<file path="config.mk">
export PLATFORM = sky130hd
export DESIGN_NAME = ums_tracker
export DESIGN_NICKNAME = d
export VERILOG_FILES = /design/src/include/ums_pkg.sv /design/src/logic/ums_sync.sv /design/src/logic/ums_flow.sv /design/src/logic/ums_tracker.sv
export VERILOG_INCLUDE_DIRS = /design/src /design/src/include
export SDC_FILE = /design/constraint.sdc
export NUM_CORES = 1
export LEC_CHECK = 0
export BUFFER_PORTS_ARGS = -buffer_cell sky130_fd_sc_hd__clkbuf_2
export CAP_MARGIN = 5
export CORE_UTILIZATION = 45
export CTS_CLUSTER_DIAMETER = 200
export DETAILED_ROUTE_END_ITERATION = 12
export MAX_ROUTING_LAYER = met4
export PLACE_DENSITY_LB_ADDON = 0.2
export SLEW_MARGIN = 20
export SYNTH_ARGS = -nofsm -noshare
export SYNTH_HDL_FRONTEND = slang
export SYNTH_HIERARCHICAL = 1
export SYNTH_SLANG_ARGS = --single-unit
</file>
<file path="constraint.sdc">
create_clock -name pclk -period 1.7 [get_ports pclk]
set_clock_uncertainty 0.05 [all_clocks]
set_input_delay 0.425 -clock pclk [delete_from_list [all_inputs] [get_ports pclk]]
set_output_delay 0.425 -clock pclk [all_outputs]
set_load 0.005 [all_outputs]
</file>
<file path="src/include/ums_defs.svh">
// Register offsets, field positions, reset values and counts of the modem status tracker.
`ifndef UMS_DEFS_SVH
`define UMS_DEFS_SVH

`define UMS_OFS_STATUS     4'h0
`define UMS_OFS_CONTROL    4'h4
`define UMS_OFS_INT_STATUS 4'h8
`define UMS_OFS_INT_MASK   4'hC

`define UMS_MCR_DTR        0
`define UMS_MCR_RTS        1
`define UMS_MCR_OUT_A      2
`define UMS_MCR_OUT_B      3
`define UMS_MCR_LOOP       4
`define UMS_MCR_AUTO_FLOW  5

`define UMS_MSR_CTS_DELTA  0
`define UMS_MSR_DSR_DELTA  1
`define UMS_MSR_RING_TRAIL 2
`define UMS_MSR_DCD_DELTA  3

`define UMS_CONTROL_RESET  8'h00
`define UMS_FLAGS_RESET    4'h0
`define UMS_MASK_RESET     4'h0
`define UMS_PIN_IDLE       4'hF
`define UMS_PRIME_CYCLES   2'h3

`endif

</file>
<file path="src/include/ums_pkg.sv">
// Types shared by the modem status tracker modules.
package ums_pkg;

    typedef logic [7:0] ums_byte_t;
    typedef logic [3:0] ums_nib_t;

    typedef enum logic [4:0] {
        UMS_SEL_NONE       = 5'h01,
        UMS_SEL_STATUS     = 5'h02,
        UMS_SEL_CONTROL    = 5'h04,
        UMS_SEL_INT_STATUS = 5'h08,
        UMS_SEL_INT_MASK   = 5'h10
    } ums_sel_t;

    typedef enum logic [1:0] {
        UMS_FLOW_RUN  = 2'h1,
        UMS_FLOW_HOLD = 2'h2
    } ums_flow_t;

endpackage : ums_pkg

</file>
<file path="src/logic/ums_sync.sv">
// Two-stage synchroniser for a group of asynchronous input pins.
`timescale 1ns/1ps
module ums_sync #(
    parameter int         WIDTH     = 4,
    parameter logic [3:0] RESET_VAL = 4'hF
) (
    // Clock and reset.
    input  wire logic             pclk,
    input  wire logic             presetn,
    // Pins in and synchronised levels out.
    input  wire logic [WIDTH-1:0] pin,
    output logic      [WIDTH-1:0] level
);
    logic [WIDTH-1:0] stage;

    if (WIDTH < 1 || WIDTH > 4)
    begin : g_width_check
        $error("ums_sync width must be 1 to 4");
    end

    always_ff @(posedge pclk or negedge presetn)
    begin
        if (!presetn)
        begin
            stage <= RESET_VAL[WIDTH-1:0];
            level <= RESET_VAL[WIDTH-1:0];
        end
        else
        begin
            stage <= pin;
            level <= stage;
        end
    end
endmodule : ums_sync

</file>
<file path="src/logic/ums_flow.sv">
// Clear-to-send flow gate that pauses the transmitter only between characters.
`timescale 1ns/1ps
module ums_flow
    import ums_pkg::*;
(
    // Clock and reset.
    input  wire logic pclk,
    input  wire logic presetn,
    // Control and transmitter status.
    input  wire logic auto_flow,
    input  wire logic cts_active,
    input  wire logic tx_busy,
    // Permission to start the next character.
    output logic      tx_enable
);
    ums_flow_t state;
    ums_flow_t next_state;

    always_comb
    begin
        next_state = state;
        unique case (state)
            UMS_FLOW_RUN:
                if (auto_flow && !cts_active && !tx_busy)
                    next_state = UMS_FLOW_HOLD;
            UMS_FLOW_HOLD:
                if (!auto_flow || cts_active)
                    next_state = UMS_FLOW_RUN;
            default:
                next_state = UMS_FLOW_RUN;
        endcase
    end

    // A character under way always finishes before the hold takes effect.
    always_ff @(posedge pclk or negedge presetn)
    begin
        if (!presetn)
            state <= UMS_FLOW_RUN;
        else
            state <= next_state;
    end

    assign tx_enable = (state == UMS_FLOW_RUN);
endmodule : ums_flow

</file>
<file path="src/logic/ums_tracker.sv">
// Modem status tracker: modem pins, change flags, loopback, flow control and APB registers.
//
// Register access over APB and the address map were chosen for this implementation.
`timescale 1ns/1ps
`include "ums_defs.svh"
module ums_tracker #(
    parameter int ADDR_WIDTH = 4
) (
    // APB clock and reset.
    input  wire logic                  pclk,
    input  wire logic                  presetn,
    // APB slave.
    input  wire logic                  psel,
    input  wire logic                  penable,
    input  wire logic                  pwrite,
    input  wire logic [ADDR_WIDTH-1:0] paddr,
    input  wire logic [31:0]           pwdata,
    output logic      [31:0]           prdata,
    output logic                       pready,
    output logic                       pslverr,
    // Modem input pins, active low.
    input  wire logic                  dcd_n,
    input  wire logic                  ri_n,
    input  wire logic                  dsr_n,
    input  wire logic                  cts_n,
    // Modem output pins, active low.
    output logic                       dtr_n,
    output logic                       rts_n,
    output logic                       user_output_a_n,
    output logic                       user_output_b_n,
    // Transmitter handshake.
    input  wire logic                  tx_busy,
    output logic                       tx_enable,
    // Interrupts.
    output logic                       modem_irq_req,
    output logic                       irq
);
    import ums_pkg::*;

    if (ADDR_WIDTH < 4 || ADDR_WIDTH > 16)
    begin : g_addr_check
        $error("ums_tracker address width must be 4 to 16");
    end

    function automatic ums_sel_t decode(input logic [ADDR_WIDTH-1:0] addr);
        ums_sel_t sel;
        sel = UMS_SEL_NONE;
        if ((addr >> 4) == '0)
        begin
            unique case (addr[3:0])
                `UMS_OFS_STATUS:     sel = UMS_SEL_STATUS;
                `UMS_OFS_CONTROL:    sel = UMS_SEL_CONTROL;
                `UMS_OFS_INT_STATUS: sel = UMS_SEL_INT_STATUS;
                `UMS_OFS_INT_MASK:   sel = UMS_SEL_INT_MASK;
                default:             sel = UMS_SEL_NONE;
            endcase
        end
        return sel;
    endfunction : decode

    ums_byte_t modem_control;
    ums_nib_t  flags;
    ums_nib_t  int_status;
    ums_nib_t  int_mask;
    ums_nib_t  pin_level_n;
    ums_nib_t  cur;
    ums_nib_t  prev;
    ums_nib_t  set_flags;
    ums_nib_t  rd_flags;
    ums_nib_t  rd_int;
    logic [1:0] prime_cnt;
    logic       primed;
    logic       loop;
    logic       setup;
    logic       access;
    ums_sel_t   sel;

    // Pins come from another domain and pass two flops first.
    ums_sync #(
        .WIDTH     (4),
        .RESET_VAL (`UMS_PIN_IDLE)
    ) u_sync (
        .pclk    (pclk),
        .presetn (presetn),
        .pin     ({dcd_n, ri_n, dsr_n, cts_n}),
        .level   (pin_level_n)
    );

    assign loop   = modem_control[`UMS_MCR_LOOP];
    assign setup  = psel && !penable;
    assign access = psel && penable;
    assign sel    = decode(paddr);
    assign pready = 1'b1;

    // Current active-high modem levels, from pins or looped back.
    always_comb
    begin
        if (loop)
        begin
            cur[3] = modem_control[`UMS_MCR_OUT_B];
            cur[2] = modem_control[`UMS_MCR_OUT_A];
            cur[1] = modem_control[`UMS_MCR_DTR];
            cur[0] = modem_control[`UMS_MCR_RTS];
        end
        else
        begin
            cur = ~pin_level_n;
        end
    end

    // Edge detection waits until the synchroniser holds real pin levels.
    always_ff @(posedge pclk or negedge presetn)
    begin
        if (!presetn)
            prime_cnt <= 2'h0;
        else if (prime_cnt != `UMS_PRIME_CYCLES)
            prime_cnt <= prime_cnt + 2'h1;
    end

    assign primed = (prime_cnt == `UMS_PRIME_CYCLES);

    always_ff @(posedge pclk or negedge presetn)
    begin
        if (!presetn)
            prev <= 4'h0;
        else
            prev <= cur;
    end

    // Same edge rules apply whether levels come from pins or loopback.
    always_comb
    begin
        set_flags = 4'h0;
        if (primed)
        begin
            set_flags[`UMS_MSR_DCD_DELTA]  = cur[3] ^ prev[3];
            set_flags[`UMS_MSR_RING_TRAIL] = prev[2] && !cur[2];
            set_flags[`UMS_MSR_DSR_DELTA]  = cur[1] ^ prev[1];
            set_flags[`UMS_MSR_CTS_DELTA]  = cur[0] ^ prev[0];
        end
    end

    // Only flags that the read returned are cleared; a new set wins.
    always_ff @(posedge pclk or negedge presetn)
    begin
        if (!presetn)
            flags <= `UMS_FLAGS_RESET;
        else if (access && !pwrite && sel == UMS_SEL_STATUS)
            flags <= (flags & ~rd_flags) | set_flags;
        else
            flags <= flags | set_flags;
    end

    assign modem_irq_req = |flags;

    always_ff @(posedge pclk or negedge presetn)
    begin
        if (!presetn)
            int_status <= 4'h0;
        else if (access && !pwrite && sel == UMS_SEL_INT_STATUS)
            int_status <= (int_status & ~rd_int) | set_flags;
        else
            int_status <= int_status | set_flags;
    end

    assign irq = |(int_status & int_mask);

    always_ff @(posedge pclk or negedge presetn)
    begin
        if (!presetn)
        begin
            modem_control <= `UMS_CONTROL_RESET;
            int_mask      <= `UMS_MASK_RESET;
        end
        else if (access && pwrite)
        begin
            if (sel == UMS_SEL_CONTROL)
                modem_control <= {2'h0, pwdata[5:0]};
            if (sel == UMS_SEL_INT_MASK)
                int_mask <= pwdata[3:0];
        end
    end

    // Read data is captured in the setup cycle and held through access.
    always_ff @(posedge pclk or negedge presetn)
    begin
        if (!presetn)
        begin
            prdata   <= 32'h0;
            rd_flags <= 4'h0;
            rd_int   <= 4'h0;
        end
        else if (setup && !pwrite)
        begin
            rd_flags <= 4'h0;
            rd_int   <= 4'h0;
            unique case (sel)
                UMS_SEL_STATUS:
                begin
                    prdata   <= {24'h0, cur, flags};
                    rd_flags <= flags;
                end
                UMS_SEL_CONTROL:
                    prdata <= {24'h0, modem_control};
                UMS_SEL_INT_STATUS:
                begin
                    prdata <= {28'h0, int_status};
                    rd_int <= int_status;
                end
                UMS_SEL_INT_MASK:
                    prdata <= {28'h0, int_mask};
                UMS_SEL_NONE:
                    prdata <= 32'h0;
            endcase
        end
    end

    assign pslverr = access && (sel == UMS_SEL_NONE);

    // In loopback the output pins stay inactive.
    always_ff @(posedge pclk or negedge presetn)
    begin
        if (!presetn)
        begin
            dtr_n           <= 1'b1;
            rts_n           <= 1'b1;
            user_output_a_n <= 1'b1;
            user_output_b_n <= 1'b1;
        end
        else
        begin
            dtr_n           <= loop || !modem_control[`UMS_MCR_DTR];
            rts_n           <= loop || !modem_control[`UMS_MCR_RTS];
            user_output_a_n <= loop || !modem_control[`UMS_MCR_OUT_A];
            user_output_b_n <= loop || !modem_control[`UMS_MCR_OUT_B];
        end
    end

    ums_flow u_flow (
        .pclk       (pclk),
        .presetn    (presetn),
        .auto_flow  (modem_control[`UMS_MCR_AUTO_FLOW]),
        .cts_active (cur[0]),
        .tx_busy    (tx_busy),
        .tx_enable  (tx_enable)
    );
endmodule : ums_tracker

</file>
Yosys cells after proc, flatten, opt, wreduce, memory -nomap -nowiden
Index checks and enable logic that the tools add are counted.

Bits in registers: 78. Output and inout bits: 41.

Add/sub/neg operators: 1. Reductions and logical operators: 32. Muxes and demuxes: 11. Bitwise operators: 13. Equality and inequality tests: 14.

Operators with widths (number): $pmux W32 S5 (1); $mux W4 (6); $pmux W5 S4 (1); $or A4 B4 Y4 (4); $and A4 B4 Y4 (3); $not A4 Y4 (3); $logic_and A1 B1 Y1 (11); $logic_not A1 Y1 (10); $eq A4 B4 Y1 const B (2); $reduce_or A4 Y1 (2); $reduce_and A2 Y1 (3); $eq A5 B1 Y1 const B (1); $eq A5 B2 Y1 const B (1); $eq A5 B3 Y1 const B (1); $eq A5 B4 Y1 const B (1); $eq A5 B5 Y1 const B (1); $logic_or A1 B1 Y1 (5); $eq A2 B2 Y1 const B (2); $eq A4 B3 Y1 const B (1); $logic_not A4 Y1 (1); $mux W2 (2); $ne A2 B1 Y1 const B (2); $pmux W2 S2 (1); $xor A1 B1 Y1 (3); 3 further kinds (3).

Longest topological paths before layout
Word-level depth: 7. Mapped depth: 6.

Cells and area by module
The synthesis kept the hierarchy.

By module, submodules not included: ums_tracker (cells each 197, area each 2167.1 µm², times used 1); ums_sync (cells each 8, area each 210.2 µm², times used 1); ums_flow (cells each 8, area each 97.6 µm², times used 1).

Least setup slack after synthesis
Ideal clock, no wire load.

Kind: input port to flip-flop. Start point: in paddr[3]. End point: reg modem_control[0]. Path slack: 0.085 ns. Required time: 1.522 ns. Path buffers: 2. Arrival: 1.437 ns. Stages: 6. Library setup time: 0.128 ns. Cells stage by stage: buf_4 > nand2b_1 > nor2_1 > and2_1 > buf_2 > mux2_1.

Word-level cells in the longest chain between the ends: 4.

Ends and longest elaborated chain: start, declared (RTL line ums_tracker.sv:16) `input wire logic [ADDR_WIDTH-1:0] paddr,`; $eq A4 B4 Y1, or another cell as far along (RTL line ums_tracker.sv:50) `unique case (addr[3:0])`; $pmux W5 S4 * (RTL line ums_tracker.sv:50); $eq A5 B3 Y1 * (RTL line ums_tracker.sv:177) `if (sel == UMS_SEL_CONTROL)`; $reduce_and A2 Y1 (no source line) *; end signal, assigned (RTL line ums_tracker.sv:172) `` modem_control <= `UMS_CONTROL_RESET; ``; end signal, assigned (RTL line ums_tracker.sv:178) `modem_control <= {2'h0, pwdata[5:0]};`; end, declared (RTL line ums_tracker.sv:61) `ums_byte_t modem_control;`.

Every way passes the cells marked *; elsewhere a longest branch is shown, timed or not. A chain may end at the register's enable or synchronous reset.

Final worst setup path
Start point: reg flags[0]. End point: out modem_irq_req.

Word-level cells in the longest chain between the ends: 1.

Ends and longest elaborated chain: start, declared (RTL line ums_tracker.sv:62) `ums_nib_t flags;`; start signal, assigned (RTL line ums_tracker.sv:147) `` flags <= `UMS_FLAGS_RESET; ``; start signal, assigned (RTL line ums_tracker.sv:149) `flags <= (flags & ~rd_flags) | set_flags;`; start signal, assigned (RTL line ums_tracker.sv:151) `flags <= flags | set_flags;`; $reduce_or A4 Y1 (RTL line ums_tracker.sv:154) `assign modem_irq_req = |flags;`; end, declared (RTL line ums_tracker.sv:35) `output logic modem_irq_req,`.

No other way between the ends.

==> qor.csv <==
metric;value;unit
postLayoutCoreUtil;53.8;%
ys_top_cells_by_count;41 x dfrtp_1, 26 x buf_4, 26 x nand2_1;
place_congestion;0.807;
violations_in_the_final_reports;setup timing;
critical_path.startpoint_type;flop;
critical_path.endpoint_type;output port;
maximum_number_of_pins_on_one_net_before_global_route_repair;44;
clock_sink_count;54;
routed_wirelength;4420;um
maxCapViolCount;0;
clkTransAtPathRegs;90;ps
grt_pass1_vias;1470;
synthesis.area;0.00247;mm^2
synth.largest_area_cell;dfrtp_1;
placementRows;26;
hold_path.startpoint;dsr_n;
ios;87;
place.detailed.instances;320;
synthAdderAreaFrac;0.506;%
clkLatencyLatePin;300;ps
worst-path-max-fanout;4;
run_status;complete, but fails checks;
globalRoute.totalOverflow;0;
worstRegToRegCells;5;
max-vdd-ir-drop;421;uV
post_drt_via_cell_ratio;4.70;
synth.distinct_cells;44;
detailroute.via_count;1556;
setup_slack;-114;ps
yosys.area_share.simple;12.9;%
cts-buffers-inserted;5;
regToRegSetupSlack;100;ps
track_usage;17.0;%
fin_setup_tns;-114;ps
timing.rr.end;prdata[1]$_DFFE_PN0P_;
antennaDiodeCount;0;
synth_edf_count;0;
worst_hold_path_type;in2reg;
pre_cts_slack;-86.0;ps
first_iter_violations;76;
synthMuxAreaShare;9.76;%
count_of_antenna_violating_nets_left_after_detailed_routing;0;
cellPowerDensity;876;mW/mm^2
layout_min_cycle_time;1810;ps
layout.filler_cells;507;
hold_violations;0;
initial_core_util;47.5;%
final-setup-viol-count;1;
power_total;0.00246;W
wire_per_inst;13.4;um
cts-root-to-sink-buffers;2;
synth-xor-area-share;1.42;%
floorplan.die_area;0.00580;mm^2
design.final.nets;307;
post-synth-top-count-cell;dfrtp_1;
areaGrowthSynthToFinish;13.2;%
worstHoldEndpoint;u_sync/stage[1]$_DFF_PN1_;
rsz_0062_raised_after_global_routing;yes;
synth-compound-area-share;9.10;%
die-height;76.2;um
timing.fmax;551;MHz
p_leak;1.28;nW
drc_errors;0;
number_of_antenna_violations_at_the_first_check_in_global_routing;0;
die_width;76.2;um
ys_async_sr_fraction;100;%
clock_tree_from_tritoncts;done;
synth.ff_latch_count;54;
worst_hold_path_stage_count;1;
synth_area_leaders;dfrtp_1 41%, dfstp_2 14%, buf_4 7.9%;
dpl.hpwl;3290;um
placement.io_buffers;35;
dr.pass1.iters;4;
synth_top_area_share;41.5;%
worstPathRequired;1220;ps
wire_length_of_the_first_global_routing_pass;7260;um
synth_cells;213;
fin_crit_sh;107;%
floorplan.core_area;0.00520;mm^2
clock_tree.htree_level_count;2;
timing.final.max_slew_violations;0;
layout-drive-gt1-share;32.2;%
stdcell_count;331;
number_of_warnings_reported_in_the_yosys_synthesis_log;6;
synth_seq_area_share;55.3;%
cp.arrival;1340;ps
critical_path_class;reg2out;
clk_root_buffer_cell;clkbuf_8;
synth_flop_cell;dfrtp_1;
synth_top_family_by_area;simple AND/OR/NAND/NOR gates;
post_synth.cell_area_avg;11.6;um^2
reg2reg_from;flags[1]$_DFF_PN0_;
==> how the worst max path moves through the flow <==
stage / from / to / slack, ps / cells after the start
finish: flags[0]$_DFF_PN0_ / modem_irq_req / -110 / 2
global route: flags[3]$_DFF_PN0_ / modem_irq_req / -160 / 2
CTS: flags[1]$_DFF_PN0_ / modem_irq_req / -120 / 2
detailed placement: paddr[1] / modem_control[2]$_DFFE_PN0P_ / -90 / 6
global placement: paddr[1] / flags[3]$_DFF_PN0_ / -80 / 5
floorplan: paddr[3] / modem_control[0]$_DFFE_PN0P_ / 90 / 6
==> state kept, by name (all words and copies together), names as in the netlist, 4 cells and up <==
| name | count |
|---|---|
| u_sync/stage | 4 |
| rd_flags | 4 |
| flags | 4 |
| int_status | 4 |
| prev | 4 |
| rd_int | 4 |
| modem_control | 6 |
| prdata | 8 |
| int_mask | 4 |
| u_sync/level | 4 |
==> logic make-up (layout without fill, tap and decap cells) <==
| kind of cell | after synthesis | count (layout) |
|---|---|---|
| multiplexers | 19 | 19 |
| adder cells (fa/ha/maj) | 1 | 1 |
| other | 2 | 25 |
| XOR/XNOR | 4 | 4 |
| buffers and inverters | 42 | 67 |
| AND/OR/NAND/NOR | 56 | 56 |
| AO/OA/AOI/OAI | 35 | 35 |
| flip-flops | 54 | 54 |
==> worst max-delay path: stages, from the launching register on <==
cell      delay [ps]
dfrtp_1          420
or4_4            500
clkbuf_2         130
==> cell type report <==
type                            count  area [um^2]  share of cell area (%)
Clock buffer                        6         72.6                    2.59
Clock inverter                      2         10.0                   0.357
Tap cell                           70         87.6                    3.12
Sequential cell                    54         1370                    48.8
Inverter                           10         37.5                    1.34
Multi-Input combinational cell    140          932                    33.3
Timing Repair Buffer               49          295                    10.5
==> metal layers <==
| layer | GRT usage (%) | vias to the layer above | wire, um |
|---|---|---|---|
| met5 | - | - | 0 |
| met4 | 5.19 | 0 | 34 |
| met3 | 4.55 | 4 | 154 |
| met2 | 26.8 | 46 | 2140 |
| met1 | 21.5 | 745 | 2100 |
| li1 | - | 761 | - |
==> placed cells by master (no fill, tap or decap), drive strengths merged, types with 2 or more instances in the layout <==
| cell type | instances |
|---|---|
| conb | 25 |
| a22oi | 4 |
| inv | 10 |
| nor2b | 2 |
| clkinv | 2 |
| or3 | 3 |
| buf | 13 |
| nand2b | 5 |
| nand2 | 26 |
| clkbuf | 41 |
| o21ai | 19 |
| nor2 | 6 |
| mux4 | 3 |
| xnor2 | 4 |
| a22o | 5 |
| nor3 | 2 |
| dfstp | 13 |
| dfrtp | 41 |
| or3b | 2 |
| or4 | 2 |
| mux2i | 5 |
| mux2 | 11 |
| o2bb2ai | 3 |
==> through the flow <==
| stage | instance area (um^2) | hold slack (ps) |
|---|---|---|
| 2_1_floorplan | 2560 | 79.4 |
| 3_3_place_gp | 2690 | 281 |
| 3_5_place_dp | 2690 | 282 |
| 6_report | 2800 | 148 |
| 4_1_cts | 2800 | 136 |
| 5_1_grt | 2800 | 124 |
==> repair_timing <==
item,CTS,global route
hold endpoints to repair,2,0
resized for setup,1,0
hold buffers,1,0
gates cloned,0,0
buffers inserted,2,0
pin swaps,1,0
setup endpoints to repair,1,1
==> power breakdown <==
group          switching, W  leakage, nW  internal [W]  total [W]
clock              0.000399       0.0450      0.000287   0.000685
sequential        0.0000658        0.638       0.00139    0.00146
combinational      0.000163        0.599      0.000151   0.000314
Power figures use the tool's default switching activity.
